===== config.mk =====
export PLATFORM = sky130hd
export DESIGN_NAME = amlr_bank
export DESIGN_NICKNAME = d
export VERILOG_FILES = /design/src/verilog/amlr_pkg.sv /design/src/verilog/amlr_result_hold.sv /design/src/verilog/amlr_bank.sv
export SDC_FILE = /design/constraint.sdc
export NUM_CORES = 1
export LEC_CHECK = 0
export ABC_AREA = 1
export BUFFER_PORTS_ARGS = -buffer_cell sky130_fd_sc_hd__buf_2
export CORE_MARGIN = 2
export CORE_UTILIZATION = 35
export DETAILED_ROUTE_END_ITERATION = 7
export PLACE_DENSITY = 0.66
export SKIP_LAST_GASP = 1
export SYNTH_ARGS = -nofsm -noshare
export SYNTH_HDL_FRONTEND = slang
export SYNTH_SLANG_ARGS = --single-unit

===== constraint.sdc =====
create_clock -name core_clk -period 3 [get_ports core_clk]
set_input_delay 0.45 -clock core_clk [delete_from_list [all_inputs] [get_ports core_clk]]
set_output_delay 0.45 -clock core_clk [all_outputs]
set_load 0.01 [all_outputs]

===== src/verilog/amlr_pkg.sv =====
// Purpose: Shared constants and types for the alert mask and low-bit register bank
// Assumes: Eight-bit register map reached through the device's serial register port
// Notes: Offsets, field positions and reset values live here only
package amlr_pkg;
	localparam logic [7:0] AMLR_ADDR_CONFIG_TWO = 8'h73;
	localparam logic [7:0] AMLR_ADDR_MASK_ONE = 8'h74;
	localparam logic [7:0] AMLR_ADDR_MASK_TWO = 8'h75;
	localparam logic [7:0] AMLR_ADDR_LOW_BITS = 8'h76;
	localparam logic [7:0] AMLR_RESET_VALUE = 8'h00;
	localparam int AMLR_NUM_VOLT = 4;
	localparam int AMLR_RESULT_W = 10;
	localparam int AMLR_LSB_W = 2;
	localparam int AMLR_NUM_CHAN = 8;
	// Config two fields
	localparam int AMLR_C2_RESERVED = 7;
	localparam int AMLR_C2_SINGLE = 6;
	localparam int AMLR_C2_DETECT_LO = 1;
	localparam int AMLR_C2_DETECT_HI = 3;
	localparam logic [7:0] AMLR_C2_WRITE_MASK = 8'h71;
	localparam logic [7:0] AMLR_C2_DETECT_MASK = 8'h0E;
	// Mask one fields
	localparam int AMLR_M1_OVERRIDE = 7;
	// Mask two fields
	localparam logic [7:0] AMLR_M2_WRITE_MASK = 8'hFD;
	localparam logic [7:0] AMLR_M2_ALL_SET = 8'hFF;
	localparam logic [7:0] AMLR_ALL_CHANNELS = 8'hFF;
	localparam logic [7:0] AMLR_ONE_HOT_BASE = 8'h01;
	localparam logic [3:0] AMLR_ALL_PENDING = 4'hF;
	localparam logic [3:0] AMLR_NONE_PENDING = 4'h0;

	typedef struct packed {
		logic [7:0] addr;
		logic wr_en;
		logic rd_en;
		logic [7:0] wdata;
	} amlr_req_t;

	typedef struct packed {
		logic [6:0] status_one;
		logic [7:0] status_two;
	} amlr_events_t;
endpackage


===== src/verilog/amlr_result_hold.sv =====
// Purpose: Holds one 10-bit conversion result, frozen on request
// Assumes: load pulses once per completed conversion
// Notes: A load that arrives while frozen is dropped
`timescale 1ns/1ns
`default_nettype none
module amlr_result_hold
	import amlr_pkg::*;
(
	input wire logic core_clk,
	input wire logic rst_n,
	input wire logic load,
	input wire logic freeze,
	input wire logic [AMLR_RESULT_W-1:0] data,
	output logic [AMLR_RESULT_W-1:0] value_q
);
	always_ff @(posedge core_clk or negedge rst_n) begin
		if (!rst_n) begin
			value_q <= '0;
		end else if (load && !freeze) begin
			value_q <= data;
		end
	end
endmodule // amlr_result_hold
`default_nettype wire


===== src/verilog/amlr_bank.sv =====
// Purpose: Config two, alert masks, low-bit register and alert output
// Assumes: One register request per cycle; read data valid the cycle after rd_en
// Notes: Upper-byte reads of the four voltage readings arrive as upper_read pulses
// Functional notes
// - In single-channel mode only the channel named by the 3-bit select code is converted.
// - The single-channel bit makes the converter read one input, code 000 being 2.5 V.
// - While global_lock is high, writes to config two are ignored.
// - Mask one bits 0 to 6 each block out-of-limit events of their channel from the alert.
// - Mask one bit 7 decides if second-status events alert when all mask two bits are set.
// - Mask two bit 0 masks the 12 V or voltage-ID bit five event.
// - Mask two bit 1 masks overtemperature events and is read-only.
// - Mask two bits 2 to 4 mask fan one to fan three faults.
// - Mask two bit 5 masks the multi-function pin event.
// - Mask two bits 6 and 7 mask the remote diode faults.
// - The low-bit register holds the two LSBs of the four 10-bit voltage readings.
// - Reading the low-bit register freezes it and the upper bytes until those are read.
// - Config two, both masks and the low-bit register reset to zero.
`timescale 1ns/1ns
`default_nettype none
module amlr_bank
	import amlr_pkg::*;
(
	input wire logic core_clk,
	input wire logic rst_n,
	input wire amlr_req_t req,
	output logic [7:0] rdata_q,
	input wire logic global_lock,
	input wire logic [2:0] channel_select,
	input wire logic [2:0] fan_detect,
	input wire amlr_events_t events,
	input wire logic [AMLR_NUM_VOLT-1:0] single_channel_convert_done,
	input wire logic [AMLR_NUM_VOLT*AMLR_RESULT_W-1:0] single_channel_convert_data,
	input wire logic [AMLR_NUM_VOLT-1:0] upper_read,
	output logic [AMLR_NUM_VOLT*8-1:0] upper_bytes_q,
	output logic [AMLR_NUM_CHAN-1:0] channel_enable_q,
	output logic frozen_q,
	output logic alert_n_q
);
	logic [7:0] config_two_q;
	logic [7:0] alert_mask_one_q;
	logic [7:0] alert_mask_two_q;
	logic [3:0] pending_q;
	logic [AMLR_NUM_VOLT*AMLR_RESULT_W-1:0] held;
	logic [7:0] voltage_low_bits;
	logic [7:0] config_two_view;
	logic alert_d;
	logic low_read;
	logic hold_freeze;
	logic m2_all_set;

	assign low_read = req.rd_en && (req.addr == AMLR_ADDR_LOW_BITS);
	assign hold_freeze = frozen_q || low_read;

	always_ff @(posedge core_clk or negedge rst_n) begin
		if (!rst_n) begin
			config_two_q <= AMLR_RESET_VALUE;
		end else if (req.wr_en && req.addr == AMLR_ADDR_CONFIG_TWO && !global_lock) begin
			config_two_q <= req.wdata & AMLR_C2_WRITE_MASK;
		end
	end

	always_ff @(posedge core_clk or negedge rst_n) begin
		if (!rst_n) begin
			alert_mask_one_q <= AMLR_RESET_VALUE;
		end else if (req.wr_en && req.addr == AMLR_ADDR_MASK_ONE) begin
			alert_mask_one_q <= req.wdata;
		end
	end

	always_ff @(posedge core_clk or negedge rst_n) begin
		if (!rst_n) begin
			alert_mask_two_q <= AMLR_RESET_VALUE;
		end else if (req.wr_en && req.addr == AMLR_ADDR_MASK_TWO) begin
			alert_mask_two_q <= req.wdata & AMLR_M2_WRITE_MASK;
		end
	end

	always_ff @(posedge core_clk or negedge rst_n) begin
		if (!rst_n) begin
			pending_q <= AMLR_NONE_PENDING;
		end else if (low_read) begin
			pending_q <= AMLR_ALL_PENDING;
		end else begin
			pending_q <= pending_q & ~upper_read;
		end
	end

	always_ff @(posedge core_clk or negedge rst_n) begin
		if (!rst_n) begin
			frozen_q <= 1'b0;
		end else begin
			frozen_q <= low_read || ((pending_q & ~upper_read) != AMLR_NONE_PENDING);
		end
	end

	genvar gi;
	generate
		for (gi = 0; gi < AMLR_NUM_VOLT; gi++) begin : g_volt
			amlr_result_hold u_hold (
				.core_clk(core_clk),
				.rst_n(rst_n),
				.load(single_channel_convert_done[gi]),
				.freeze(hold_freeze),
				.data(single_channel_convert_data[gi*AMLR_RESULT_W +: AMLR_RESULT_W]),
				.value_q(held[gi*AMLR_RESULT_W +: AMLR_RESULT_W])
			);
			assign voltage_low_bits[gi*AMLR_LSB_W +: AMLR_LSB_W] =
				held[gi*AMLR_RESULT_W +: AMLR_LSB_W];
			always_ff @(posedge core_clk or negedge rst_n) begin
				if (!rst_n) begin
					upper_bytes_q[gi*8 +: 8] <= AMLR_RESET_VALUE;
				end else begin
					upper_bytes_q[gi*8 +: 8] <=
						held[gi*AMLR_RESULT_W + AMLR_LSB_W +: 8];
				end
			end

		end
	endgenerate

	always_comb begin
		config_two_view = config_two_q;
		config_two_view[AMLR_C2_DETECT_HI:AMLR_C2_DETECT_LO] = fan_detect;
	end

	// Register read mux
	always_ff @(posedge core_clk or negedge rst_n) begin
		if (!rst_n) begin
			rdata_q <= AMLR_RESET_VALUE;
		end else if (req.rd_en) begin
			unique case (req.addr)
				AMLR_ADDR_CONFIG_TWO: rdata_q <= config_two_view;
				AMLR_ADDR_MASK_ONE: rdata_q <= alert_mask_one_q;
				AMLR_ADDR_MASK_TWO: rdata_q <= alert_mask_two_q;
				AMLR_ADDR_LOW_BITS: rdata_q <= voltage_low_bits;
				default: rdata_q <= AMLR_RESET_VALUE;
			endcase
		end
	end

	always_ff @(posedge core_clk or negedge rst_n) begin
		if (!rst_n) begin
			channel_enable_q <= AMLR_ALL_CHANNELS;
		end else if (config_two_q[AMLR_C2_SINGLE]) begin
			channel_enable_q <= AMLR_ONE_HOT_BASE << channel_select;
		end else begin
			channel_enable_q <= AMLR_ALL_CHANNELS;
		end
	end

	assign m2_all_set = (alert_mask_two_q | ~AMLR_M2_WRITE_MASK) == AMLR_M2_ALL_SET;

	always_comb begin
		alert_d = ((events.status_one & ~alert_mask_one_q[6:0]) != 7'h00)
			|| ((events.status_two & ~alert_mask_two_q) != 8'h00);
		if (events.status_two != 8'h00 && m2_all_set
			&& !alert_mask_one_q[AMLR_M1_OVERRIDE]) begin
			alert_d = 1'b1;
		end
	end

	always_ff @(posedge core_clk or negedge rst_n) begin
		if (!rst_n) begin
			alert_n_q <= 1'b1;
		end else begin
			alert_n_q <= !alert_d;
		end
	end
endmodule // amlr_bank
`default_nettype wire


* Yosys cells after proc, flatten, opt, wreduce, memory -nomap -nowiden
Cells that the tools add are included.
** Word-level totals
- Flip-flop bits (word level) :: 113
** Operators by class
- Reduce and logical (&&, ||, !) cells :: 22
- Shift-type cells :: 1
- Bitwise operators :: 6
- Mux-type cells :: 4
- Equality and inequality tests :: 5
** Operators with widths (number)
- $eq A8 B7 Y1 const B :: 4
- $pmux W8 S4 :: 1
- $reduce_bool A8 Y1 :: 2
- $logic_and A1 B1 Y1 :: 11
- $and A8 B8 Y8 :: 1
- $mux W8 :: 1
- $not A8 Y8 :: 1
- $shl A1 B3 Y8 const A :: 1
- $and A7 B7 Y7 :: 1
- $eq A7 B7 Y1 const B :: 1
- $not A7 Y7 :: 1
- $reduce_bool A7 Y1 :: 1
- $and A4 B4 Y4 :: 1
- $logic_not A1 Y1 :: 4
- $mux W4 :: 1
- $not A4 Y4 :: 1
- $reduce_bool A4 Y1 :: 1
- $logic_or A1 B1 Y1 :: 3
- $mux W1 :: 1

* Longest topological paths before layout
- Depth after elaboration :: 6
- Gate-level depth with buffers :: 9
- Mapped depth without buffers :: 9

* Modules after synthesis
From an unflattened synthesis, not the netlist that was laid out.
** Unflattened totals
- Cells, all modules :: 468
- Area total of the unflattened synthesis :: 4531.8 um2
** Modules (own cells, without submodules)
- amlr_bank :: times used 1, area each 2900.3 um2, cells an instance 292
- amlr_result_hold :: times used 4, area each 407.9 um2, cells an instance 44

* Worst setup path after synthesis
OpenSTA, ideal clock, no wires.
- Path kind :: input port to flip-flop
- Start :: in req[13] (netlist bit)
- End :: reg g_volt[0].u_hold.value_q[0]
- Path buffers :: 0
- Path slack :: 1678 ps
- Library setup time :: 116 ps
- Arrival time :: 1206 ps
- Data required time :: 2884 ps
- Stages :: 8
- Path through :: inv_2 -> nand2_4 -> nor2_4 -> nand3_4 -> nand2_8 -> nor2_2 -> nand2_1 -> nand2_1
** On the way
- Longest elaborated chain between the ends :: 5
** Ends and longest elaborated chain
- start, declared :: line amlr_bank.sv:25 : input wire amlr_req_t req,
- $eq A8 B7 Y1 :: line amlr_bank.sv:51 : assign low_read = req.rd_en && (req.addr == AMLR_ADDR_LOW_BITS);
- $logic_and A1 B1 Y1 :: line amlr_bank.sv:51
- $logic_or A1 B1 Y1 :: line amlr_bank.sv:52 : assign hold_freeze = frozen_q || low_read;
- $logic_not A1 Y1 :: line amlr_result_hold.sv:19 : end else if (load && !freeze) begin
- $logic_and A1 B1 Y1 :: line amlr_result_hold.sv:19
- end signal, assigned :: line amlr_result_hold.sv:20 : value_q <= data;
- end, declared :: line amlr_result_hold.sv:14 : output logic [AMLR_RESULT_W-1:0] value_q
Every way passes these cells.
A chain may end at the register's enable or synchronous reset.

* Worst setup path after layout
- Start :: reg alert_n_q
- End :: out alert_n_q
** RTL lines
- start, declared :: line amlr_bank.sv:37 : output logic alert_n_q
- start signal, assigned :: line amlr_bank.sv:166 : alert_n_q <= !alert_d;
No word-level cell between the ends.

==> impl_metrics.prom <==
# TYPE chip_impl_metric gauge
chip_impl_info{name="status",value="completed"} 1
chip_impl_metric{name="grt_pass1_vias",unit=""} 3642
chip_impl_info{name="crit-reg2reg-capture",value="g_volt[2].u_hold.value_q[1]$_DFFE_PN0P_"} 1
chip_impl_metric{name="clock.fmax",unit="MHz"} 669
chip_impl_metric{name="synth-edff-count",unit=""} 0
chip_impl_metric{name="drc",unit=""} 0
chip_impl_metric{name="hold_vio_cnt_final",unit=""} 0
chip_impl_metric{name="critical-path-max-stage-delay",unit="ns"} 0.52
chip_impl_metric{name="grt-ovfl-total",unit=""} 0
chip_impl_metric{name="dp_slack",unit="ns"} 1.19
chip_impl_metric{name="weighted_congestion_reported_at_the_end_of_routability_driven_placement",unit=""} 0.795
chip_impl_info{name="cpLargestDelayFamily",value="flip-flops"} 1
chip_impl_metric{name="synth_top_area_frac",unit=""} 0.582
chip_impl_metric{name="ctsResizeCount",unit=""} 0
chip_impl_metric{name="avgViaCountPerCell",unit=""} 4.47
chip_impl_metric{name="hpwlAfterDp",unit="um"} 7840
chip_impl_metric{name="detailroute.via_count",unit=""} 3579
chip_impl_metric{name="holdBufCountCts",unit=""} 0
chip_impl_metric{name="cts_num_sinks",unit=""} 113
chip_impl_metric{name="pwr_per_cell_area",unit="nW/um^2"} 704
chip_impl_info{name="synth_most_common_cell",value="nand2_1"} 1
chip_impl_metric{name="htree_levels",unit=""} 4
chip_impl_metric{name="post-cts-setup-buffer-count",unit=""} 0
chip_impl_metric{name="finalCriticalPeriod",unit="ns"} 1.49
chip_impl_info{name="ys_top_cells_by_area",value="dfrtp_1, nand2_1, dfstp_2, nand3_1, o21ai_0"} 1
chip_impl_metric{name="maxSlewHeadroom",unit=""} 0.582
chip_impl_metric{name="number_of_antenna_violations_at_the_first_check_in_global_routing",unit=""} 0
chip_impl_metric{name="reg2reg_slack",unit="ns"} 1.72
chip_impl_metric{name="layout-drive-gt1-share",unit=""} 0.326
chip_impl_metric{name="reg_clk_slew_reported_paths",unit="ns"} 0.06
chip_impl_info{name="cp-end-kind",value="primary output"} 1
chip_impl_metric{name="largest_net_degree_at_the_start_of_global_routing",unit=""} 65
chip_impl_metric{name="worstPathRequired",unit="ns"} 2.55
chip_impl_metric{name="finalHoldWorstSlack",unit="ns"} 0.0606
chip_impl_metric{name="synthesis.area_per_instance",unit="um^2"} 9.63
chip_impl_metric{name="route.detailed.wl_per_inst",unit="um"} 13.1
chip_impl_metric{name="numCtsBuffers",unit=""} 17
chip_impl_metric{name="number_of_detailed_route_iterations_in_the_first_pass",unit=""} 4
chip_impl_metric{name="timing.critical_path.buf_inv",unit=""} 1
chip_impl_metric{name="layout_area_growth_over_synthesis",unit="%"} 34.8
chip_impl_info{name="crit_start",value="alert_n_q$_DFF_PN1_"} 1
chip_impl_info{name="yosys_most_used_dff",value="dfrtp_1"} 1
chip_impl_metric{name="synth_warnings",unit=""} 0
chip_impl_metric{name="placedCellCount",unit=""} 770
chip_impl_info{name="cts_tree",value="yes"} 1
chip_impl_metric{name="grtUsageTotal",unit=""} 0.168
chip_impl_info{name="crit_path_end",value="alert_n_q"} 1
chip_impl_info{name="cp-start-kind",value="flip-flop"} 1
chip_impl_metric{name="worstSkewPairLatency",unit="ns"} 0.41
chip_impl_metric{name="yosys_register_bits",unit=""} 113
chip_impl_metric{name="final_max_slew_viol_count",unit=""} 0
chip_impl_metric{name="setup_tns",unit="ns"} 0
chip_impl_metric{name="synth_async_reset_ratio",unit=""} 1.00
chip_impl_metric{name="yosysSeqAreaShare",unit=""} 0.635
chip_impl_info{name="crit_chain",value="buf_2"} 1
chip_impl_metric{name="postSynthCellCount",unit=""} 464
chip_impl_info{name="synth.top_cells.by_count",value="nand2_1, dfrtp_1, nand3_1"} 1
chip_impl_metric{name="post_synth_num_cell_types",unit=""} 29
chip_impl_info{name="regToRegStartpoint",value="frozen_q$_DFF_PN0_"} 1
chip_impl_metric{name="critical_path_arrival",unit="ns"} 1.04
chip_impl_info{name="root_buffer",value="clkbuf_16"} 1
chip_impl_metric{name="ff2ff_path_depth",unit=""} 5
chip_impl_metric{name="ant_cells",unit=""} 0
chip_impl_metric{name="io-pin-count",unit=""} 140
chip_impl_metric{name="worst-path-max-fanout",unit=""} 1
chip_impl_metric{name="final_net_count",unit=""} 707
chip_impl_metric{name="power.leakage",unit="uW"} 0.00324
chip_impl_metric{name="std_cell_rows",unit=""} 41
chip_impl_metric{name="antenna_left",unit=""} 0
chip_impl_metric{name="drtIter0Drc",unit=""} 229
chip_impl_info{name="timing.setup.critical_path_class",value="reg2out"} 1
chip_impl_metric{name="max_slew.worst_pin.slew",unit="ns"} 0.628
chip_impl_metric{name="timing.critical_path.depth",unit=""} 1
chip_impl_metric{name="routed_wirelength",unit="um"} 10500
chip_impl_metric{name="start_util",unit=""} 0.356
chip_impl_metric{name="netlist_area",unit="um^2"} 4470
chip_impl_metric{name="timing.max_cap.violations",unit=""} 0
chip_impl_metric{name="clockBufferDepth",unit=""} 2
chip_impl_metric{name="post_synth_net_total",unit=""} 554
chip_impl_metric{name="grt_pass1_wl",unit="um"} 17200
chip_impl_info{name="synth.largest_area_cell",value="dfrtp_1"} 1
chip_impl_metric{name="die_area",unit="um^2"} 13700
chip_impl_metric{name="post_layout_nonfiller_instances",unit=""} 801
chip_impl_metric{name="worst_clock_skew",unit="ns"} 0.00841
chip_impl_metric{name="finalSetupViolCount",unit=""} 0
chip_impl_metric{name="die_x",unit="um"} 117
chip_impl_metric{name="port_buffers",unit=""} 139
chip_impl_metric{name="peakVddDrop",unit="mV"} 0.383
chip_impl_info{name="slowest_stage",value="dfstp_2"} 1
chip_impl_metric{name="die_y",unit="um"} 117
chip_impl_info{name="unrepaired_setup_endpoints_after_global_routing",value="false"} 1
chip_impl_metric{name="final.period_utilization",unit=""} 0.498
chip_impl_info{name="hp-class",value="in2async"} 1
chip_impl_metric{name="core_region_area",unit="um^2"} 12600
chip_impl_metric{name="postLayoutSetupSlackWorst",unit="ns"} 1.51
## sequential cells by signal, summed over array words and instances (netlist names)
signal                 count
upper_bytes_q             32
g_volt.u_hold.value_q     40
alert_mask_two_q           7
channel_enable_q           8
rdata_q                    8
alert_n_q                  1
pending_q                  4
alert_mask_one_q           8
config_two_q               4
frozen_q                   1
## per-layer routing
| metal | track usage | routed length [um] |
|---|---|---|
| met1 | 0.220 | 4800 |
| met2 | 0.257 | 4780 |
| met3 | 0.0494 | 648 |
| met4 | 0.0808 | 241 |
| met5 | 0 | 0 |
## power breakdown
part / internal [uW] / switching [uW]
Combinational: 130 / 196
Clock: 1550 / 665
Sequential: 1650 / 55.4
Total: 3330 / 916
## stage by stage
step	instance area [um^2]	util	total power [uW]
2_1_floorplan	4470	-	1860
6_report	6020	0.479	4240
4_1_cts	6020	0.479	4300
5_1_grt	6020	0.479	4410
3_3_place_gp	5360	0.427	2050
3_5_place_dp	5360	0.427	2060
## worst reg2reg max path: cells and delay by family, from the launching register on
family / cells / cell delay [ns]
flip-flops: 1 / 0.39
AND/OR/NAND/NOR: 4 / 0.67
buffers and inverters: 1 / 0.15
## kinds of logic (layout without fill, tap and decap cells)
group                  count (synthesis)  count (layout)  share of synthesized area
AO/OA/AOI/OAI                         44              44                     0.0518
buffers and inverters                 41             206                     0.0409
flip-flops                           113             113                      0.635
AND/OR/NAND/NOR                      266             266                      0.272
## cell usage in the layout (no fill, tap or decap), drive strengths merged
master	instances
nor2	20
clkinv	3
buf	141
nand2	207
clkbuf	21
o22ai	1
o21ai	37
dfrtp	104
dfstp	9
and3	1
a21oi	3
or2	1
clkinvlp	2
nor3	1
inv	34
bufinv	5
o211ai	1
a22o	2
nand3b	1
nand3	35
## worst min-delay path by stage
stage                                              end  slack, ns  cells past startpoint
6_report                   upper_bytes_q[23]$_DFF_PN0_       0.06                      1
5_1_grt                    upper_bytes_q[23]$_DFF_PN0_        0.1                      1
4_1_cts        g_volt[2].u_hold.value_q[9]$_DFFE_PN0P_       0.07                      1
3_5_place_dp               upper_bytes_q[20]$_DFF_PN0_       0.36                      0
3_3_place_gp               upper_bytes_q[17]$_DFF_PN0_       0.36                      0
2_1_floorplan          alert_mask_one_q[0]$_DFFE_PN0P_       0.15                      0
## cell type report
type	instances	area, um^2
clock inverters	10	180
fillers	1204	6550
repair buffers	141	726
well taps	172	215
clock buffers	21	480
flip-flops and latches	113	2840
inverters	34	135
multi-input cells	310	1450
(Power assumes the default switching activity.)
